## src/include/fspi_consts.svh

```systemverilog
/*
 * Constants for the sensor serial slave port: timing figures and counts.
 * Assumes the core clock runs at 125 MHz; the counts derive from it.
 */
`ifndef FSPI_CONSTS_SVH
`define FSPI_CONSTS_SVH

// Core clock period in nanoseconds.
`define FSPI_CLK_PERIOD_NS 8
// Least time the standby input must be low to take effect, in ns.
`define FSPI_STANDBY_MIN_NS 100
// Least standby low time in cycles, rounded up.
`define FSPI_STANDBY_CYCLES ((`FSPI_STANDBY_MIN_NS + `FSPI_CLK_PERIOD_NS - 1) / `FSPI_CLK_PERIOD_NS)
// Longest time from power-on or standby release to normal mode, in ms.
`define FSPI_WAKE_MS 5
// Wake time in cycles, rounded down.
`define FSPI_WAKE_CYCLES ((`FSPI_WAKE_MS * 1000000) / `FSPI_CLK_PERIOD_NS)
// Reset value of the clock mode and of the first bit select.
`define FSPI_MODE_RESET 2'h0
`define FSPI_ORDER_RESET 1'h0
// Default position and read level of the read/write flag in the instruction.
`define FSPI_RW_BIT_DEFAULT 7
`define FSPI_RW_READ_DEFAULT 1

`endif

```

## src/include/fspi_pkg.sv

```systemverilog
/*
 * Types for the sensor serial slave port.
 * Assumes fspi_consts.svh is included by the modules that need numbers.
 */
package fspi_pkg;

    // Which part of an operation a received byte belongs to.
    typedef enum logic [1:0] {
        FSPI_KIND_ADDR  = 2'h0,
        FSPI_KIND_INSTR = 2'h1,
        FSPI_KIND_DATA  = 2'h2
    } fspi_kind_t;

    // One received byte with its place in the operation.
    typedef struct packed {
        fspi_kind_t kind;
        logic [7:0] data;
    } fspi_rx_t;

    // Receive phase of an operation.
    typedef enum logic [3:0] {
        FSPI_ST_IDLE  = 4'h1,
        FSPI_ST_ADDR  = 4'h2,
        FSPI_ST_INSTR = 4'h4,
        FSPI_ST_DATA  = 4'h8
    } fspi_state_t;

    // Power state of the device.
    typedef enum logic [2:0] {
        FSPI_PW_WAKE  = 3'h1,
        FSPI_PW_RUN   = 3'h2,
        FSPI_PW_SLEEP = 3'h4
    } fspi_power_t;

endpackage

```

## src/core/fspi_buf.sv

```systemverilog
/*
 * Small first-in first-out buffer with valid and ready on both sides.
 * Assumes both sides run on core_clk; read data come out of a register.
 */
`timescale 1ns/1ps
module fspi_buf #(
    parameter int WIDTH = 10,
    parameter int DEPTH = 2
) (
    // Clock and reset.
    input wire logic core_clk,
    input wire logic rst,
    // Filling side.
    input wire logic in_valid,
    output logic in_ready,
    input wire logic [WIDTH-1:0] in_data,
    // Draining side.
    output logic out_valid,
    input wire logic out_ready,
    output logic [WIDTH-1:0] out_data
);

    localparam int AW = (DEPTH > 1) ? $clog2(DEPTH) : 1;

    // Refuse depths the pointer arithmetic cannot serve.
    initial begin
        if (DEPTH < 2 || (DEPTH & (DEPTH - 1)) != 0 || WIDTH < 1) begin
            $error("fspi_buf: DEPTH must be a power of two of at least 2");
        end
    end

    logic [WIDTH-1:0] mem_reg [DEPTH];
    logic [AW:0] wr_ptr_reg;
    logic [AW:0] rd_ptr_reg;
    logic full;
    logic empty;
    logic push;
    logic pop;

    // Full and empty come from the pointer difference, never guessed.
    assign full = (wr_ptr_reg[AW] != rd_ptr_reg[AW]) && (wr_ptr_reg[AW-1:0] == rd_ptr_reg[AW-1:0]);
    assign empty = (wr_ptr_reg == rd_ptr_reg);
    assign push = in_valid && !full;
    assign pop = (!out_valid || out_ready) && !empty;
    assign in_ready = !full;

    // Storage write.
    always_ff @(posedge core_clk) begin
        if (push) begin
            mem_reg[wr_ptr_reg[AW-1:0]] <= in_data;
        end
    end

    // Pointers.
    always_ff @(posedge core_clk) begin
        if (rst) begin
            wr_ptr_reg <= '0;
            rd_ptr_reg <= '0;
        end else begin
            if (push) begin
                wr_ptr_reg <= wr_ptr_reg + 1'b1;
            end
            if (pop) begin
                rd_ptr_reg <= rd_ptr_reg + 1'b1;
            end
        end
    end

    // Output register, refilled when drained or empty.
    always_ff @(posedge core_clk) begin
        if (rst) begin
            out_valid <= 1'b0;
            out_data <= '0;
        end else if (pop) begin
            out_valid <= 1'b1;
            out_data <= mem_reg[rd_ptr_reg[AW-1:0]];
        end else if (out_ready) begin
            out_valid <= 1'b0;
        end
    end

endmodule

```

## src/core/fspi_port.sv

```systemverilog
/*
 * Serial slave port of a capacitive fingerprint sensor, with power-on and
 * standby control and the new-frame interrupt output.
 * Assumes all pins are asynchronous to core_clk and the serial clock is much
 * slower than core_clk; configuration comes in as plain ports.
 */
// Summary of operation
// [RQ1] Power-on reset reaches normal mode within 5 ms.
// [RQ2] Standby input low for 100 ns or more returns device to reset.
// [RQ3] After standby release, normal mode is reached within 5 ms.
// [RQ4] Host always drives standby; low then high is a completed reset.
// [RQ5] Whole chip sleeps in low power while standby is low.
// [RQ6] Host must reconfigure after standby, configuration is lost.
// [RQ7] Select high deselects the device; serial input is ignored.
// [RQ8] Operation starts at select falling and ends at select rising.
// [RQ9] Master first shifts in one 8-bit address byte.
// [RQ10] Next comes one 8-bit instruction byte carrying read or write.
// [RQ11] Zero or more data bytes follow, bounded only by deselection.
// [RQ12] Read data driven on serial output, write data taken from input.
// [RQ13] All bytes are shifted least significant bit first by default.
// [RQ14] All four clock modes and the bit order are selectable.
// [RQ15] Out of reset: mode 0 and first bit select zero.
// [RQ16] Interrupt marks a new frame, rests low, can be forced low.
// [RQ17] Pixel data are one 8-bit grayscale byte per pixel.
// [RQ18] To wake, host releases standby then sends the start command.
// [RQ19] Mode 0: clock idles low, sample rising, change falling.
// [RQ20] Read/write flag position and level are design parameters.
`timescale 1ns/1ps
`include "fspi_consts.svh"
module fspi_port import fspi_pkg::*; #(
    parameter int WAKE_CYCLES = `FSPI_WAKE_CYCLES,
    parameter int RW_BIT = `FSPI_RW_BIT_DEFAULT,
    parameter bit RW_READ = `FSPI_RW_READ_DEFAULT,
    parameter int BUF_DEPTH = 2
) (
    // Clock and reset.
    input wire logic core_clk,
    input wire logic rst,
    // Serial pins.
    input wire logic ss_n,
    input wire logic sclk,
    input wire logic mosi,
    output logic miso,
    output logic miso_oe,
    // Standby and interrupt pins.
    input wire logic standby_reset_n,
    output logic irq,
    // Configuration.
    input wire logic cfg_load,
    input wire logic [1:0] cfg_mode,
    input wire logic first_bit_select,
    input wire logic cfg_irq_off,
    // Frame events from the acquisition core.
    input wire logic frame_done,
    input wire logic irq_clear,
    // Received bytes.
    output logic rx_valid,
    input wire logic rx_ready,
    output fspi_rx_t rx_word,
    // Pixel bytes to send.
    input wire logic tx_valid,
    output logic tx_ready,
    input wire logic [7:0] tx_data,
    // Status.
    output logic dev_ready,
    output logic sleep,
    output logic overrun
);

    localparam int STB_CYCLES = `FSPI_STANDBY_CYCLES;
    localparam int WAKE_W = $clog2(WAKE_CYCLES + 1);

    // Refuse values the logic cannot serve.
    initial begin
        if (RW_BIT < 0 || RW_BIT > 7 || WAKE_CYCLES < 1) begin
            $error("fspi_port: RW_BIT must be 0..7 and WAKE_CYCLES positive");
        end
    end

    // Pick bit p of a byte in the configured order.
    function automatic logic pick(input logic [7:0] b, input logic [2:0] p, input logic msb);
        return msb ? b[3'h7 - p] : b[p];
    endfunction

    ////////////////////////////////////////////////////////////////////////
    // Pin synchronisers.

    logic ss_s1, ss_s2, sclk_s1, sclk_s2, sclk_d, mosi_s1, mosi_s2, stb_s1, stb_s2;

    // Two flip-flops on every pin before any logic looks at it.
    always_ff @(posedge core_clk) begin
        if (rst) begin
            {ss_s1, ss_s2, stb_s1, stb_s2} <= 4'hf;
            {sclk_s1, sclk_s2, sclk_d, mosi_s1, mosi_s2} <= 5'h00;
        end else begin
            ss_s1 <= ss_n;
            ss_s2 <= ss_s1;
            sclk_s1 <= sclk;
            sclk_s2 <= sclk_s1;
            sclk_d <= sclk_s2;
            mosi_s1 <= mosi;
            mosi_s2 <= mosi_s1;
            stb_s1 <= standby_reset_n;
            stb_s2 <= stb_s1;
        end
    end

    ////////////////////////////////////////////////////////////////////////
    // Power and standby control.

    fspi_power_t pw_reg;
    logic [WAKE_W-1:0] wake_cnt_reg;
    logic [7:0] stb_cnt_reg;
    logic active;

    assign active = (pw_reg == FSPI_PW_RUN);

    // Wake after reset or standby release; sleep on a long enough low.
    always_ff @(posedge core_clk) begin
        if (rst) begin
            pw_reg <= FSPI_PW_WAKE;
            wake_cnt_reg <= WAKE_W'(WAKE_CYCLES - 1); // RQ1
            stb_cnt_reg <= 8'h00;
        end else begin
            stb_cnt_reg <= stb_s2 ? 8'h00 : (stb_cnt_reg == 8'(STB_CYCLES) ? stb_cnt_reg : stb_cnt_reg + 8'h01);
            if (!stb_s2 && stb_cnt_reg == 8'(STB_CYCLES - 1)) begin
                pw_reg <= FSPI_PW_SLEEP; // RQ2
            end else begin
                case (pw_reg)
                    FSPI_PW_SLEEP: begin
                        if (stb_s2) begin
                            pw_reg <= FSPI_PW_WAKE; // RQ3
                            wake_cnt_reg <= WAKE_W'(WAKE_CYCLES - 1);
                        end
                    end
                    FSPI_PW_WAKE: begin
                        if (wake_cnt_reg == '0) begin
                            pw_reg <= FSPI_PW_RUN; // RQ1 RQ3
                        end else begin
                            wake_cnt_reg <= wake_cnt_reg - 1'b1;
                        end
                    end
                    FSPI_PW_RUN: pw_reg <= FSPI_PW_RUN;
                    default: pw_reg <= FSPI_PW_WAKE;
                endcase
            end
        end
    end

    // Status outputs.
    always_ff @(posedge core_clk) begin
        if (rst) begin
            dev_ready <= 1'b0;
            sleep <= 1'b0;
        end else begin
            dev_ready <= active;
            sleep <= (pw_reg == FSPI_PW_SLEEP); // RQ5
        end
    end

    ////////////////////////////////////////////////////////////////////////
    // Configuration and interrupt.

    logic [1:0] mode_reg;
    logic order_reg, irq_off_reg, irq_pend_reg;

    // Configuration is lost in sleep and must be loaded again.
    always_ff @(posedge core_clk) begin
        if (rst || pw_reg == FSPI_PW_SLEEP) begin
            mode_reg <= `FSPI_MODE_RESET; // RQ15
            order_reg <= `FSPI_ORDER_RESET; // RQ15
            irq_off_reg <= 1'b0;
        end else if (cfg_load && active) begin
            mode_reg <= cfg_mode; // RQ14
            order_reg <= first_bit_select; // RQ14
            irq_off_reg <= cfg_irq_off;
        end
    end

    // New-frame flag; a frame in the clearing cycle still sets it.
    always_ff @(posedge core_clk) begin
        if (rst || pw_reg == FSPI_PW_SLEEP) begin
            irq_pend_reg <= 1'b0;
            irq <= 1'b0;
        end else begin
            irq_pend_reg <= (frame_done && active) || (irq_pend_reg && !irq_clear);
            irq <= irq_pend_reg && !irq_off_reg; // RQ16
        end
    end

    ////////////////////////////////////////////////////////////////////////
    // Serial clock edges and selection.

    logic sel, sel_d, rise, fall, samp, drv, sel_start;

    assign sel = active && !ss_s2; // RQ7
    assign rise = sclk_s2 && !sclk_d;
    assign fall = !sclk_s2 && sclk_d;
    // Polarity picks the leading edge, phase picks sample or change on it.
    assign samp = sel && (mode_reg[0] ? (mode_reg[1] ? rise : fall) : (mode_reg[1] ? fall : rise)); // RQ14 RQ19
    assign drv = sel && (mode_reg[0] ? (mode_reg[1] ? fall : rise) : (mode_reg[1] ? rise : fall)); // RQ19
    assign sel_start = sel && !sel_d; // RQ8

    always_ff @(posedge core_clk) begin
        if (rst) begin
            sel_d <= 1'b0;
        end else begin
            sel_d <= sel;
        end
    end

    ////////////////////////////////////////////////////////////////////////
    // Receive path.

    fspi_state_t st_reg;
    logic [7:0] rx_sh_reg, rx_sh_next;
    logic [2:0] rx_cnt_reg;
    logic read_op_reg, push, buf_ready;
    fspi_rx_t push_word;

    // Shift in the configured order, least significant first by default.
    assign rx_sh_next = order_reg ? {rx_sh_reg[6:0], mosi_s2} : {mosi_s2, rx_sh_reg[7:1]}; // RQ13
    assign push = samp && rx_cnt_reg == 3'h7 && (st_reg != FSPI_ST_DATA || !read_op_reg); // RQ12
    assign push_word.kind = (st_reg == FSPI_ST_ADDR) ? FSPI_KIND_ADDR :
                            (st_reg == FSPI_ST_INSTR) ? FSPI_KIND_INSTR : FSPI_KIND_DATA;
    assign push_word.data = rx_sh_next;

    // Byte counting: address, then instruction, then any number of data bytes.
    always_ff @(posedge core_clk) begin
        if (rst || !sel) begin
            st_reg <= FSPI_ST_IDLE; // RQ7 RQ8
            rx_cnt_reg <= 3'h0;
            rx_sh_reg <= 8'h00;
            read_op_reg <= 1'b0;
        end else if (sel_start) begin
            st_reg <= FSPI_ST_ADDR; // RQ8
            rx_cnt_reg <= 3'h0;
        end else if (samp) begin
            rx_sh_reg <= rx_sh_next;
            rx_cnt_reg <= rx_cnt_reg + 3'h1;
            if (rx_cnt_reg == 3'h7) begin
                case (st_reg)
                    FSPI_ST_ADDR: st_reg <= FSPI_ST_INSTR; // RQ9
                    FSPI_ST_INSTR: begin
                        st_reg <= FSPI_ST_DATA; // RQ10 RQ11
                        read_op_reg <= (rx_sh_next[RW_BIT] == RW_READ); // RQ20
                    end
                    FSPI_ST_DATA: st_reg <= FSPI_ST_DATA; // RQ11
                    default: st_reg <= FSPI_ST_IDLE;
                endcase
            end
        end
    end

    // A byte that finds the buffer full is dropped and flagged.
    always_ff @(posedge core_clk) begin
        if (rst || sel_start) begin
            overrun <= 1'b0;
        end else if (push && !buf_ready) begin
            overrun <= 1'b1;
        end
    end

    fspi_buf #(.WIDTH($bits(fspi_rx_t)), .DEPTH(BUF_DEPTH)) rx_buf (
        .core_clk(core_clk),
        .rst(rst),
        .in_valid(push),
        .in_ready(buf_ready),
        .in_data(push_word),
        .out_valid(rx_valid),
        .out_ready(rx_ready),
        .out_data(rx_word)
    );

    ////////////////////////////////////////////////////////////////////////
    // Transmit path.

    logic [7:0] tx_hold_reg, out_byte_reg, cur_byte;
    logic [2:0] out_pos_reg;
    logic [1:0] drv_byte_reg;
    logic drive_now, data_rd;

    // Phase 0 shows its first bit at selection, otherwise on the change edge.
    assign drive_now = (sel_start && !mode_reg[0]) || (drv && !sel_start);
    assign data_rd = read_op_reg && drv_byte_reg == 2'h2;
    assign cur_byte = data_rd ? tx_hold_reg : 8'h00;

    // Drive one bit per change edge; the next pixel byte loads at byte start.
    always_ff @(posedge core_clk) begin
        if (rst || !sel) begin
            miso <= 1'b0;
            miso_oe <= 1'b0;
            out_pos_reg <= 3'h0;
            drv_byte_reg <= 2'h0;
            out_byte_reg <= 8'h00;
        end else begin
            miso_oe <= 1'b1;
            if (drive_now) begin
                out_pos_reg <= out_pos_reg + 3'h1;
                if (out_pos_reg == 3'h0) begin
                    out_byte_reg <= cur_byte; // RQ17
                    miso <= pick(cur_byte, 3'h0, order_reg); // RQ12 RQ13
                end else begin
                    miso <= pick(out_byte_reg, out_pos_reg, order_reg); // RQ12
                end
                if (out_pos_reg == 3'h7 && drv_byte_reg != 2'h2) begin
                    drv_byte_reg <= drv_byte_reg + 2'h1;
                end
            end
        end
    end

    // Fetch a pixel byte when a read starts and after each one is used.
    always_ff @(posedge core_clk) begin
        if (rst || !sel) begin
            tx_ready <= 1'b0;
            tx_hold_reg <= 8'h00;
        end else if (tx_valid && tx_ready) begin
            tx_ready <= 1'b0;
            tx_hold_reg <= tx_data; // RQ17
        end else if ((push && st_reg == FSPI_ST_INSTR && rx_sh_next[RW_BIT] == RW_READ)
                     || (drive_now && out_pos_reg == 3'h0 && data_rd)) begin
            tx_ready <= 1'b1; // RQ12
            if (drive_now) begin
                tx_hold_reg <= 8'h00;
            end
        end
    end

endmodule

```

## config.mk

```make
export PLATFORM = sky130hd
export DESIGN_NAME = fspi_port
export DESIGN_NICKNAME = d
export VERILOG_FILES = /design/src/include/fspi_pkg.sv /design/src/core/fspi_buf.sv /design/src/core/fspi_port.sv
export VERILOG_INCLUDE_DIRS = /design/src /design/src/include
export SDC_FILE = /design/constraint.sdc
export NUM_CORES = 1
export LEC_CHECK = 0
export ABC_AREA = 0
export BUFFER_PORTS_ARGS = -buffer_cell sky130_fd_sc_hd__buf_2
export CAP_MARGIN = 20
export CORE_MARGIN = 1
export CORE_UTILIZATION = 30
export CTS_CLUSTER_SIZE = 8
export DETAILED_ROUTE_END_ITERATION = 10
export PLACE_DENSITY = 0.43
export REMOVE_ABC_BUFFERS = 1
export SLEW_MARGIN = 20
export SYNTH_ARGS = -nofsm -noshare
export SYNTH_HDL_FRONTEND = slang
export SYNTH_SLANG_ARGS = --single-unit
```

## constraint.sdc

```tcl
create_clock -name core_clk -period 3 [get_ports core_clk]
set_input_delay 0.3 -clock core_clk [delete_from_list [all_inputs] [get_ports core_clk]]
set_output_delay 0.3 -clock core_clk [all_outputs]
set_load 0.005 [all_outputs]
```

==> impl_metrics.csv <==
group,metric,value,unit
global_routing,grt_max_degree,29,
outcome,outcome,"completed",
critical_path,crit_fanout,10,
synth,synth.top_cell.area_share,37.95,%
critical_path,critical_path_class,"reg2reg",
route,routedWlPerCell,14.08,microns
route,vias,4068,
floorplan,placementRows,49,
global_routing,grt_first_pass_wirelength,19930,microns
synth,synth_top_family_by_area,"simple AND/OR/NAND/NOR gates",
route,first_iter_violations,247,
job,max-cap-violations,0,
clock_network,cts_resized,0,
cells_and_area,antenna_cells,0,
clock_network,cts_made_buffers,17,
hold_path,hp-start,"ss_n",
sta,rsz0062_at_grt,"false",
sta,worst_slack,777.5,ps
synth,synthTopCellsByArea,"dfxtp_1 38%, edfxtp_1 11%, mux2i_1 6.5%",
route,drt_wl_total,11740,microns
clock_network,cts_root_buf,"clkbuf_16",
sta,finClkSkew,17.83,ps
synth,synthArstFlopShare,0,%
floorplan,dieArea,19010,sq um
critical_path,cp-start-kind,"register",
synth,synthXorXnorAreaFrac,2.846,%
clock_network,clk_latency,420,ps
sta,setup_tns,0,ps
placement,io_buffers,40,
global_routing,grt_pass1_vias,3867,
placement,place_congestion,0.7485,
cells_and_area,nets,626,
sta,tightest_slew,700.5,ps
floorplan,ios,41,
synth,yosys.area_share.simple,22.27,%
clock_network,cts-htree-levels,4,
clock_network,holdBufCountCts,0,
cells_and_area,fin_area,6573,sq um
clock_network,cts_tree,"built",
synth,muxShareOfSynthArea,10.01,%
cells_and_area,syn2layout_area_growth,18.66,%
critical_path,cp.arrival,2580,ps
floorplan,fp.dieW,137.9,microns
sta,min_period,2222,ps
route,drc_errors,0,
synth,synth_edf_count,20,
critical_path,required,3360,ps
sta,fmax,449.9,MHz
sta,finalSetupViolCount,0,
synth,netlist_instances,548,
global_routing,antenna_found_initial,0,
hold_path,hold_class,"in2reg",
synth,synthAdderAreaFrac,2.485,%
synth,synth_compound_area_share,10.50,%
power,p_per_area,593.5,nW/um^2
route,via_per_inst,4.878,
global_routing,grt_usage,13.60,%
power,peakVddDrop,491.8,uV
cells_and_area,fill_cells,1841,
sta,finalHoldViolCount,0,
critical_path,endpoint_kind,"register",
critical_path,r2r_setup_slack,780,ps
cells_and_area,utilization,36.46,%
placement,place_area,5997,sq um
synth,ys_warn_count,0,
synth,syn_avg_cell_area,10.11,sq um
placement,place_ws,770.7,ps
clock_network,clock_path_buffers,2,
floorplan,core_area,18020,sq um
clock_network,post_cts_buffers,0,
power,p_leak,2.314,nW
synth,synth_seq_cells,125,
cells_and_area,drive_gt1_share,19.50,%
synth,yosysSeqAreaShare,48.79,%
route,ant_nets,0,
placement,dp_hpwl,8227,microns
clock_network,clk_pin_slew,60,ps
synth,netlist_area,5539,sq um
synth,synth_top_cell_by_area,"dfxtp_1",
global_routing,gr-total-overflow,0,
hold_path,hold_end,"ss_s1$_SDFF_PP1_",
sta,drv_slew,0,
floorplan,die_h,137.9,microns
floorplan,start_util,30.73,%
route,drtPass1Iterations,4,
sta,slew_headroom,53.18,%
hold_path,min_path_cells,2,
clock_network,cts_sinks,125,
synth,synth_cell_type_count,69,
synth,synth_ff_type,"dfxtp_1",
critical_path,reg2reg_depth,4,
critical_path,regToRegStartpoint,"pw_reg[1]$_SDFFE_PP0P_",
sta,post-route-period-util,74.08,%
critical_path,timing.rr.end,"tx_hold_reg[3]$_SDFFE_PN0P_",
-- stage by stage --
| stage | std cells | hold WS [ps] | power (mW) |
|---|---|---|---|
| 2_1_floorplan | 522 | 369.1 | 1.872 |
| 3_3_place_gp | 802 | 391.8 | 1.941 |
| 3_5_place_dp | 802 | 395.3 | 1.943 |
| 4_1_cts | 834 | 49.09 | 3.976 |
| 5_1_grt | 834 | 55.83 | 4.063 |
| 6_report | 834 | 72.67 | 3.901 |
-- area by class of cell --
| type | instances | area, sq um | area share (%) |
|---|---|---|---|
| Timing Repair Buffer | 51 | 282.8 | 4.302 |
| Multi-Input combinational cell | 381 | 2665 | 40.55 |
| Clock buffer | 17 | 425.4 | 6.472 |
| Clock inverter | 15 | 150.1 | 2.284 |
| Tap cell | 229 | 286.5 | 4.359 |
| Inverter | 16 | 60.06 | 0.9138 |
| Sequential cell | 125 | 2703 | 41.12 |
-- power breakdown --
| part | total [mW] | switching [mW] | leakage, nW | internal (mW) |
|---|---|---|---|---|
| clock network | 2.00 | 0.832 | 0.271 | 1.17 |
| registers | 1.74 | 0.0162 | 1.00 | 1.73 |
| logic | 0.158 | 0.0827 | 1.04 | 0.0755 |
-- how the worst max path moves through the flow --
stage	slack (ps)	end	start
after floorplan	350	rx_buf.rd_ptr_reg[1]$_SDFFE_PP0P_	rx_buf.rd_ptr_reg[0]$_SDFFE_PP0P_
after global placement	810	tx_hold_reg[5]$_SDFFE_PN0P_	pw_reg[1]$_SDFFE_PP0P_
after detailed placement	770	tx_hold_reg[3]$_SDFFE_PN0P_	pw_reg[1]$_SDFFE_PP0P_
after CTS	750	tx_hold_reg[5]$_SDFFE_PN0P_	pw_reg[1]$_SDFFE_PP0P_
after global routing	490	tx_hold_reg[3]$_SDFFE_PN0P_	pw_reg[1]$_SDFFE_PP0P_
final	780	tx_hold_reg[3]$_SDFFE_PN0P_	pw_reg[1]$_SDFFE_PP0P_
-- worst max-delay path: stages (launching register included) --
cell	delay (ps)
dfxtp_1	530
nor4b_4	580
nand3b_1	220
o2bb2ai_1	590
a22o_1	240
-- layout by cell type (no fill, tap or decap), types with 5 or more instances in the layout --
| master | n |
|---|---|
| nand2b_1 | 23 |
| or3_1 | 11 |
| buf_2 | 40 |
| buf_4 | 11 |
| or4_1 | 7 |
| clkbuf_16 | 17 |
| edfxtp_1 | 20 |
| a22o_1 | 8 |
| nor4_1 | 14 |
| or2_2 | 5 |
| mux2i_1 | 36 |
| nand2_1 | 30 |
| inv_1 | 15 |
| xor2_1 | 8 |
| o21ai_0 | 7 |
| nor3_1 | 7 |
| nor2b_1 | 8 |
| dfxtp_1 | 105 |
| a211oi_1 | 12 |
| a21oi_1 | 22 |
| xnor2_1 | 10 |
| nand4_1 | 16 |
| nor2_1 | 58 |
| nand3_1 | 16 |
| mux2_2 | 8 |
| ha_1 | 11 |
| inv_6 | 8 |
-- routing by layer --
layer | routed length, microns | part of all wire, % | GRT usage, % | vias to the layer above
met4 | 159 | 1.4 | 4.710 | 0
met1 | 6142 | 52 | 19.06 | 1899
met5 | 0 | 0 | 0 | -
li1 | - | - | - | 2093
met3 | 411 | 3.5 | 3.874 | 10
met2 | 5025 | 43 | 19.78 | 66
-- Yosys cell counts, types with 4 or more instances --
cell type and n:
o21ai_0 7, nand2b_1 23, nand4_1 16, ha_1 11, mux4_2 4, buf_2 5, nand3_1 16, a211oi_1 12
inv_1 15, dfxtp_1 105, mux2_2 8, nand2_1 30, o21ai_1 4, xor2_1 8, mux2i_1 36, nor2_1 58
a22o_1 8, or4_1 7, a31oi_1 4, xnor2_1 10, nor3_1 7, or3_1 11, nor4_1 14, edfxtp_1 20
clkbuf_1 19, a21oi_1 22, or2_2 5, nor2b_1 8
-- cell families (layout without fill, tap and decap cells) --
family | Yosys count | in the layout
flip-flops | 125 | 125
XOR/XNOR | 18 | 18
adder cells (fa/ha/maj) | 11 | 11
multiplexers | 49 | 49
AND/OR/NAND/NOR | 221 | 221
AO/OA/AOI/OAI | 82 | 82
buffers and inverters | 42 | 99
Note: power is estimated with default switching activity, not from simulation.
